`config.mk`:
```
export PLATFORM = sky130hd
export DESIGN_NAME = hub_strap_and_pullup_ctrl
export DESIGN_NICKNAME = d
export VERILOG_FILES = /design/src/verilog/hub_strap_pkg.sv /design/src/verilog/hub_strap_and_pullup_ctrl.sv
export VERILOG_INCLUDE_DIRS = /design/src /design/src/verilog
export SDC_FILE = /design/constraint.sdc
export NUM_CORES = 1
export LEC_CHECK = 0
export BUFFER_PORTS_ARGS = -buffer_cell sky130_fd_sc_hd__buf_2
export CORE_MARGIN = 2
export CORE_UTILIZATION = 52
export CTS_BUF_LIST = sky130_fd_sc_hd__clkbuf_4
export DETAILED_ROUTE_END_ITERATION = 6
export GPL_ROUTABILITY_DRIVEN = 0
export GPL_TIMING_DRIVEN = 0
export PLACE_DENSITY = 0.79
export REMOVE_ABC_BUFFERS = 1
export SYNTH_ARGS = -nofsm -noshare
export SYNTH_HDL_FRONTEND = slang
export SYNTH_SLANG_ARGS = --single-unit
```
`constraint.sdc`:
```
create_clock -name aclk -period 2.4 [get_ports aclk]
set_input_delay 0 -clock aclk [delete_from_list [all_inputs] [get_ports aclk]]
set_output_delay 0 -clock aclk [all_outputs]
set_load 0.05 [all_outputs]
```
`src/verilog/hub_strap_params.svh`:
```
`ifndef HUB_STRAP_PARAMS_SVH
`define HUB_STRAP_PARAMS_SVH

// Core clock and pull-up release time
`define CORE_CLK_KHZ 40000
`define PULLUP_DELAY_MS 15

// Register byte offsets
`define OFS_STATUS 8'h00
`define OFS_MEMCTL 8'h04
`define OFS_TRIP 8'h08

// Status register fields
`define ST_SELF_POWERED 0
`define ST_PULLUP 1
`define ST_GANG 2
`define ST_MEM_EN 3
`define ST_DATA_IN 4
`define ST_TRIP_LSB 8

// Serial memory control fields
`define MC_CLK 0
`define MC_DATA 1
`define MC_DRIVE 2
`define MC_WIDTH 3
`define MC_RESET 3'h0

// Bus responses
`define RESP_OKAY 2'h0
`define RESP_DECERR 2'h3

`endif

```
`src/verilog/hub_strap_pkg.sv`:
```
package hub_strap_pkg;

  // Register selected by a bus address
  typedef enum logic [1:0] {
    sel_status,
    sel_memctl,
    sel_trip,
    sel_none
  } reg_sel_type;

endpackage : hub_strap_pkg
```
`src/verilog/hub_strap_and_pullup_ctrl.sv`:
```
// Operation
// Power select low means bus-powered downstream ports, high means self-powered.
// Board holds the power select level fixed during operation.
// After reset or power select change, pull-up floats until 15 ms counted.
// After expiry, pull-up driven high until next reset or select change.
// Memory select high disables the serial memory interface and its clock pin.
// Memory select low makes the serial clock a three-state output.
// Memory select high samples the shared data pin as gang-mode select.
// Memory select low uses the shared pin as bidirectional serial data.
// Board keeps the gang select level static during operation.
// Memory select high reports built-in default vendor and product identifiers.
// Ganged overcurrent removes all port power; per-port removes only that port.
// Delay counter runs on core clock, restarts on reset and select edges.
`timescale 1ns/1ps
`default_nettype none
`include "hub_strap_params.svh"

module hub_strap_and_pullup_ctrl
  import hub_strap_pkg::*;
#(
  parameter int unsigned PORTS = 3,
  parameter int unsigned ADDR_WIDTH = 8,
  parameter int unsigned PULLUP_DELAY_CYCLES = `PULLUP_DELAY_MS * `CORE_CLK_KHZ
) (
  // Clock and reset
  input wire logic aclk,
  input wire logic aresetn,
  // Register bus, write side
  input wire logic awvalid,
  output logic awready,
  input wire logic [ADDR_WIDTH-1:0] awaddr,
  input wire logic wvalid,
  output logic wready,
  input wire logic [31:0] wdata,
  input wire logic [3:0] wstrb,
  output logic bvalid,
  input wire logic bready,
  output logic [1:0] bresp,
  // Register bus, read side
  input wire logic arvalid,
  output logic arready,
  input wire logic [ADDR_WIDTH-1:0] araddr,
  output logic rvalid,
  input wire logic rready,
  output logic [31:0] rdata,
  output logic [1:0] rresp,
  // Straps
  input wire logic power_source_select,
  input wire logic external_memory_disable,
  // Upstream pull-up control
  output logic upstream_pullup_control_out,
  output logic upstream_pullup_control_oe,
  // Serial memory pins
  output logic serial_memory_clock_out,
  output logic serial_memory_clock_oe,
  input wire logic serial_memory_data_or_gang_select_in,
  output logic serial_memory_data_or_gang_select_out,
  output logic serial_memory_data_or_gang_select_oe,
  // Decoded configuration
  output logic self_powered,
  output logic gang_mode,
  output logic use_default_ids,
  // Downstream port power
  input wire logic [PORTS-1:0] port_power_request,
  input wire logic [PORTS-1:0] overcurrent_n,
  output logic [PORTS-1:0] port_power_on
);

  localparam int unsigned CNT_W = $clog2(PULLUP_DELAY_CYCLES + 1);
  localparam logic [CNT_W-1:0] CNT_MAX = CNT_W'(PULLUP_DELAY_CYCLES);

  // Refuse shapes the status word, the decoder or the delay counter cannot hold
  if (PORTS < 1 || PORTS > 32 - `ST_TRIP_LSB) begin : g_bad_ports
    $error("PORTS does not fit the trip field of the status word");
  end
  if (ADDR_WIDTH < 8) begin : g_bad_addr
    $error("ADDR_WIDTH must be at least 8");
  end
  if (PULLUP_DELAY_CYCLES < 1) begin : g_bad_delay
    $error("PULLUP_DELAY_CYCLES must be at least 1");
  end

  // Whole state; width depends on PORTS so it lives here
  typedef struct packed {
    logic awready;
    logic wready;
    logic aw_held;
    logic w_held;
    logic [ADDR_WIDTH-1:0] aw_addr;
    logic [31:0] w_data;
    logic [3:0] w_strb;
    logic bvalid;
    logic [1:0] bresp;
    logic arready;
    logic rvalid;
    logic [31:0] rdata;
    logic [1:0] rresp;
    logic pss_prev;
    logic [CNT_W-1:0] pull_cnt;
    logic pullup_oe;
    logic [`MC_WIDTH-1:0] memctl;
    logic clk_out;
    logic clk_oe;
    logic data_out;
    logic data_oe;
    logic data_seen;
    logic self_powered;
    logic gang_mode;
    logic ids_default;
    logic [PORTS-1:0] tripped;
    logic [PORTS-1:0] port_on;
  } state_type;

  state_type s_q;
  state_type s_d;

  // Word-aligned decode; low two address bits are ignored
  function automatic reg_sel_type decode(input logic [ADDR_WIDTH-1:0] addr);
    logic [7:0] ofs;
    ofs = {addr[7:2], 2'h0};
    if (ADDR_WIDTH > 8 && |(addr >> 8)) return sel_none;
    case (ofs)
      `OFS_STATUS: return sel_status;
      `OFS_MEMCTL: return sel_memctl;
      `OFS_TRIP: return sel_trip;
      default: return sel_none;
    endcase
  endfunction : decode

  // Byte-lane merge of a write into an old word
  function automatic logic [31:0] merge(input logic [31:0] old, input logic [31:0] data,
                                        input logic [3:0] strb);
    logic [31:0] res;
    res = old;
    for (int i = 0; i < 4; i++) begin
      if (strb[i]) res[8*i +: 8] = data[8*i +: 8];
    end
    return res;
  endfunction : merge

  // Next-state logic
  always_comb begin
    logic have_aw;
    logic have_w;
    logic [ADDR_WIDTH-1:0] wa;
    logic [31:0] wd;
    logic [3:0] ws;
    logic [31:0] word;
    logic [31:0] wmerge;
    logic [PORTS-1:0] clr;
    logic [PORTS-1:0] trip_set;
    have_aw = s_q.aw_held || (awvalid && s_q.awready);
    have_w = s_q.w_held || (wvalid && s_q.wready);
    wa = s_q.aw_held ? s_q.aw_addr : awaddr;
    wd = s_q.w_held ? s_q.w_data : wdata;
    ws = s_q.w_held ? s_q.w_strb : wstrb;
    word = '0;
    wmerge = '0;
    clr = '0;
    trip_set = '0;
    s_d = s_q;

    // Write channel; address and data may arrive in either order
    if (awvalid && s_q.awready) begin
      s_d.aw_held = 1'b1;
      s_d.aw_addr = awaddr;
    end
    if (wvalid && s_q.wready) begin
      s_d.w_held = 1'b1;
      s_d.w_data = wdata;
      s_d.w_strb = wstrb;
    end
    if (s_q.bvalid && bready) s_d.bvalid = 1'b0;
    if (have_aw && have_w) begin
      s_d.aw_held = 1'b0;
      s_d.w_held = 1'b0;
      s_d.bvalid = 1'b1;
      s_d.bresp = `RESP_OKAY;
      unique case (decode(wa))
        sel_memctl: begin
          wmerge = merge(32'(s_q.memctl), wd, ws);
          s_d.memctl = wmerge[`MC_WIDTH-1:0];
        end
        sel_trip: begin
          wmerge = merge(32'h0, wd, ws);
          clr = wmerge[`ST_TRIP_LSB +: PORTS];
        end
        sel_status: s_d.bresp = `RESP_OKAY;
        sel_none: s_d.bresp = `RESP_DECERR;
      endcase
    end
    // One write outstanding: no new address or data while a response waits
    s_d.awready = !s_d.aw_held && !s_d.bvalid;
    s_d.wready = !s_d.w_held && !s_d.bvalid;

    // Read channel
    if (s_q.rvalid && rready) s_d.rvalid = 1'b0;
    if (arvalid && s_q.arready) begin
      s_d.rvalid = 1'b1;
      s_d.rresp = `RESP_OKAY;
      unique case (decode(araddr))
        sel_status: begin
          word[`ST_SELF_POWERED] = s_q.self_powered;
          word[`ST_PULLUP] = s_q.pullup_oe;
          word[`ST_GANG] = s_q.gang_mode;
          word[`ST_MEM_EN] = !s_q.ids_default;
          word[`ST_DATA_IN] = s_q.data_seen;
          word[`ST_TRIP_LSB +: PORTS] = s_q.tripped;
        end
        sel_memctl: word[`MC_WIDTH-1:0] = s_q.memctl;
        sel_trip: word[`ST_TRIP_LSB +: PORTS] = s_q.tripped;
        sel_none: s_d.rresp = `RESP_DECERR;
      endcase
      s_d.rdata = word;
    end
    s_d.arready = !s_d.rvalid;

    // power mode decode
    s_d.self_powered = power_source_select;
    // restart on select edge
    s_d.pss_prev = power_source_select;
    if (power_source_select != s_q.pss_prev) begin
      s_d.pull_cnt = '0;
    end else if (s_q.pull_cnt != CNT_MAX) begin
      s_d.pull_cnt = CNT_W'(s_q.pull_cnt + 1'b1);
    end
    // float until expiry, then drive high
    s_d.pullup_oe = (s_d.pull_cnt == CNT_MAX);

    // serial clock three-state
    s_d.clk_oe = !external_memory_disable;
    s_d.clk_out = !external_memory_disable && s_q.memctl[`MC_CLK];
    // shared pin as serial data
    s_d.data_oe = !external_memory_disable && s_q.memctl[`MC_DRIVE];
    s_d.data_out = s_q.memctl[`MC_DATA];
    s_d.data_seen = serial_memory_data_or_gang_select_in;
    // gang select sampled while memory is off
    if (external_memory_disable) s_d.gang_mode = serial_memory_data_or_gang_select_in;
    // default identifiers
    s_d.ids_default = external_memory_disable;

    // ganged trips every port; set wins over software clear
    if (s_q.gang_mode && |(~overcurrent_n)) trip_set = '1;
    else trip_set = ~overcurrent_n;
    s_d.tripped = (s_q.tripped & ~clr) | trip_set;
    s_d.port_on = port_power_request & ~s_d.tripped;
  end

  // State register; power and memory select copies loaded at reset, so they show no false edge or stale flag; gang_mode resets to 0
  always_ff @(posedge aclk) begin
    if (!aresetn) begin
      s_q <= '0;
      s_q.memctl <= `MC_RESET;
      s_q.pss_prev <= power_source_select;
      s_q.self_powered <= power_source_select;
      s_q.ids_default <= external_memory_disable;
    end else begin
      s_q <= s_d;
    end
  end

  // Outputs straight from the state register
  assign awready = s_q.awready;
  assign wready = s_q.wready;
  assign bvalid = s_q.bvalid;
  assign bresp = s_q.bresp;
  assign arready = s_q.arready;
  assign rvalid = s_q.rvalid;
  assign rdata = s_q.rdata;
  assign rresp = s_q.rresp;
  assign upstream_pullup_control_out = s_q.pullup_oe;
  assign upstream_pullup_control_oe = s_q.pullup_oe;
  assign serial_memory_clock_out = s_q.clk_out;
  assign serial_memory_clock_oe = s_q.clk_oe;
  assign serial_memory_data_or_gang_select_out = s_q.data_out;
  assign serial_memory_data_or_gang_select_oe = s_q.data_oe;
  assign self_powered = s_q.self_powered;
  assign gang_mode = s_q.gang_mode;
  assign use_default_ids = s_q.ids_default;
  assign port_power_on = s_q.port_on;
endmodule : hub_strap_and_pullup_ctrl
`default_nettype wire

```
# == Word-level counts from Yosys, hierarchy flattened ==
# Index checks and enable logic that the tools add are counted.
# word_totals
reg_bits,79
in_bits,68
output_inout_bits,53
# op_classes
add_sub_neg,1
eq_ne,13
n_mux,25
n_bitwise,6
n_reduce_logical,25
# op_table
op,count
$mux W20,2
$mux W35,1
$add A20 B1 Y20 const B,1
$eq A20 B20 Y1 const B,1
$ne A20 B20 Y1 const B,1
$mux W3,6
$mux W2,7
$eq A6 B1 Y1 const B,2
$eq A6 B2 Y1 const B,2
$logic_not A6 Y1,2
$pmux W2 S3,2
$logic_and A1 B1 Y1,11
$mux W11,1
$not A3 Y3,3
$eq A2 B2 Y1 const B,4
$mux W8,1
$and A3 B3 Y3,2
$logic_not A1 Y1,6
$pmux W3 S2,1
$eq A2 B1 Y1 const B,2
$mux W1,4
$or A3 B3 Y3,1
$reduce_and A3 Y1,1
$reduce_or A3 Y1,1
other kinds (4),5

# == Longest topological paths before layout ==
# depth
depth_word,12
depth_mapped,9
mapped_depth_nobuf,8

# == Least setup slack after synthesis ==
# No wires, ideal clock.
# synth_timing
kind,register to register
start,"register s_q, in the netlist wready"
end,"register s_q, in the netlist s_d[11]"
arrival_time_ns,1.986
path_slack_ns,0.329
path_stages_with_launch,8
synth_period_minus_slack_ns,2.071
path_cell_list,dfxtp_1 -> buf_2 -> a21oi_1 -> nor2_1 -> nand2_1 -> nor4b_2 -> nor2_1 -> a211oi_1
# synth_between
elab_chain_cells,4
# synth_lines
item,line_no,source
start: declaration,hub_strap_and_pullup_ctrl.sv:114,state_type s_q;
$logic_and A1 B1 Y1,hub_strap_and_pullup_ctrl.sv:153,have_w = s_q.w_held || (wvalid && s_q.wready);
$logic_or A1 B1 Y1,hub_strap_and_pullup_ctrl.sv:153,
$logic_and A1 B1 Y1,hub_strap_and_pullup_ctrl.sv:174,if (have_aw && have_w) begin
$reduce_and A3 Y1 (no source line),n/a,
# No other way between the ends.
# A chain may end at the register's enable or synchronous reset.

# == Worst setup path after layout ==
# layout_timing
start,"register s_q, in the netlist wready"
end,"register s_q, in the netlist port_power_on[2]"
# layout_between
elab_chain_cells,9
# layout_lines
item,line_no,source
$logic_and A1 B1 Y1,hub_strap_and_pullup_ctrl.sv:153,
$logic_or A1 B1 Y1,hub_strap_and_pullup_ctrl.sv:153,
$logic_and A1 B1 Y1,hub_strap_and_pullup_ctrl.sv:174,
$mux W3,hub_strap_and_pullup_ctrl.sv:174,
$not A3 Y3,hub_strap_and_pullup_ctrl.sv:245,s_d.tripped = (s_q.tripped & ~clr) | trip_set;
$and A3 B3 Y3,hub_strap_and_pullup_ctrl.sv:245,
$or A3 B3 Y3,hub_strap_and_pullup_ctrl.sv:245,
$not A3 Y3,hub_strap_and_pullup_ctrl.sv:246,s_d.port_on = port_power_request & ~s_d.tripped;
$and A3 B3 Y3,hub_strap_and_pullup_ctrl.sv:246,
# No other way between the ends.

==> run summary <==
Root Buffer -> clkbuf_4
R2R setup slack -> 130 ps
Synth Instances -> 405
Final wirelength -> 8570 µm
RSZ-0062 raised after global routing -> false
Ys async rst share -> 0
Most Frequent Cell on Critical Path -> nor2_1
Mapped cell area -> 0.00343 mm²
Clk slew on worst S/H paths -> 120 ps
Total Routing Usage GR -> 0.237
Placed cells -> 506
Drt via density -> 5.48
Final Net Count -> 558
Die Y -> 85.3 µm
Setup TNS -> 0 ps
# DRC -> 0
Synth Area per Inst -> 8.48 µm²
Sink Count -> 69
DIE WIDTH -> 85.3 µm
Yosys top cell area share -> 0.402
Via count -> 3123
Final Non-Filler Cells -> 570
Dpl hpwl -> 4990 µm
Clock Skews -> 26.7 ps
Post-synthesis compound-gate area fraction -> 0.0984
Synth top area cells -> dfxtp_1 40%, buf_4 9.0%, nor2_1 5.6%, nand2_1 4.6%, mux2i_1 4.4%
Post-Synth XOR/XNOR Area -> 0.0612
Reg2reg end -> port_power_on[2]$_SDFF_PN0_
Final hold violation count -> 0
Largest area contributor in the netlist -> dfxtp_1
Minimum clock period -> 2270 ps
Status -> completed
Most frequent cells after synthesis -> 69 x dfxtp_1, 51 x nor2_1, 42 x nand2_1, 41 x buf_4, 27 x a21oi_1
Max Cap Viol -> 0
Initial Util -> 0.541
Worst path arrival time -> 2640 ps
H-tree depth -> 3
Post-Synth Adder-Cell Area -> 0.00729
Initial drt markers -> 147
CP max FO -> 11
Hold Path Depth -> 3
Antenna diodes -> 0
Worst setup EP type -> register
CP max stage cell -> dfxtp_1
Startpoint types -> register
Post-synthesis register bit count -> 69
CTS buffer count -> 9
Tcrit/Tclk final -> 0.946
Critical-path cell list -> a21oi_1 > nor2_1 > nand3_1 > o21ai_0 > nand2_1 > nor2_1 > dlygate4sd3_1
Hold EP -> s_q[123]$_SDFF_PN0_
Reg2reg start -> wready$_SDFF_PN0_
Max IR drop VDD -> 0.466 mV
ANT nets after route -> 0
Most frequent cell after synthesis -> dfxtp_1
Vias in the first global route -> 2954
Max Slew Vio Count -> 0
Num rows -> 29
Worst Hold Class -> input port to register
Main synth FF type -> dfxtp_1
Latest clock arrival within the worst-skew pair -> 420 ps
Finished Core Util -> 0.653
Max incr delay on CP -> 590 ps
Power per cell area -> 577 mW/mm²
Yosys warning count -> 0
Maximum clock rate -> 440 MHz
First-pass GRT wire length -> 13800 µm
Clock Tree Buf Depth -> 2
Endpoints failing setup -> 0
Area growth from synthesis to layout -> 20.7%
Simple-Gate Fraction of Synth Area -> 0.251
Pre-CTS WS -> 249 ps
Share of cells above drive strength 1 -> 0.197
Largest net degree at the start of global routing -> 33
Total I/O pin count -> 121
Setup repair bufs after CTS -> 0
CTS tree -> done
Port Buffers -> 64
Reg2Reg Depth -> 7
Hold Slack -> 41.2 ps
Mux contribution to synthesized area -> 0.0470
Overflow after GRT -> 0
Crit path kind -> register to register
Largest family of logic cells by synthesized area -> simple AND/OR/NAND/NOR gates
Least-Margin Pin Slew -> 1050 ps
Critical Path RT -> 2770 ps
Min setup slack post-route -> 129 ps
Initial antenna violation count -> 0
Drt wl/cell -> 15.0 µm
Yosys cell types -> 52
Hold_sp -> awvalid
Sequential share of the synthesized area -> 0.402
Core footprint -> 0.00635 mm²
Die ar. -> 0.00727 mm²
Slew headroom -> 0.298
First-pass DRT Iterations -> 5
Pleak -> 1.64 nW
EDFF count, synth -> 0
-- cell type report --
class	count	area, µm²
Multi-Input combinational cell	288	1690
Sequential cell	69	1380
Fill cell	485	2210
Tap cell	77	96.3
Timing Repair Buffer	112	801
Clock inverter	7	73.8
Clock buffer	9	67.6
Inverter	8	30.0
-- what timing repair did --
item,CTS,global route
hold buffers,48,0
endpoints found under the setup margin,0,5
hold endpoints to repair,43,0
gates resized for setup,0,3
-- critical path, delay by kind of cell (launching register included) --
family,cells,cell delay [ps]
AND/OR/NAND/NOR,4,720
buffers and inverters,1,540
flip-flops,1,590
AO/OA/AOI/OAI,2,400
-- cells by family (layout without fill, tap and decap cells) --
group                      Yosys count  in the layout
buffers and inverters               71            136
other                                1             24
muxes                               16             16
AOI/OAI and AO/OA                   53             53
xor gates and xnor gates            24             24
and+or+nand+nor                    169            169
DFF                                 69             69
adders and majority gates            2              2
-- through the flow --
step	power, mW	instance area (µm²)
after global routing	2.48	4140
after global placement	1.56	3520
after floorplan	1.48	3100
after CTS	2.37	4140
final	2.39	4140
after detailed placement	1.56	3520
-- metal layers --
layer,wire (µm),GRT usage
met1,3340,0.273
met2,4290,0.420
met3,653,0.0457
met4,296,0.110
met5,0,0
-- flip-flops by register name, summed over array words and instances (netlist names) --
signal,cells
serial_memory_data_or_gang_select_out,1
bresp,1
port_power_on,3
use_default_ids,1
serial_memory_data_or_gang_select_oe,1
arready,1
gang_mode,1
serial_memory_clock_out,1
rresp,1
rdata,8
rvalid,1
s_q,42
wready,1
self_powered,1
awready,1
s_d,1
serial_memory_clock_oe,1
bvalid,1
upstream_pullup_control_oe,1
-- report_power, final --
| group | total [mW] | internal, mW | switching, mW |
|---|---|---|---|
| sequential | 1.22 | 1.18 | 0.0392 |
| combinational | 0.395 | 0.131 | 0.264 |
| clock | 0.776 | 0.321 | 0.455 |
| total | 2.39 | 1.63 | 0.758 |
-- layout by cell type, fill, tap and decap left out, types with 8 or more instances in the layout --
cell type	instances
dlygate4sd3_1	48
nor2_1	51
nand2_1	42
dfxtp_1	68
clkbuf_4	9
xor2_1	9
buf_2	64
mux2i_1	14
inv_1	8
xnor2_1	15
conb_1	24
a21oi_1	27
nand3_1	24
-- worst max path at each step --
| stage | from | to | slack [ps] |
|---|---|---|---|
| after global placement | self_powered$_DFF_P_ | upstream_pullup_control_oe$_SDFF_PN0_ | 320 |
| final | wready$_SDFF_PN0_ | port_power_on[2]$_SDFF_PN0_ | 130 |
| after global routing | wready$_SDFF_PN0_ | port_power_on[0]$_SDFF_PN0_ | 20 |
| after floorplan | wready$_SDFF_PN0_ | s_d[11]$_SDFFE_PN0P_ | 330 |
| after CTS | s_q[122]$_SDFF_PN0_ | port_power_on[2]$_SDFF_PN0_ | 190 |
| after detailed placement | s_q[122]$_SDFF_PN0_ | s_q[14]$_SDFFE_PN0P_ | 250 |
No activity file was read; power rests on OpenSTA's default activity.
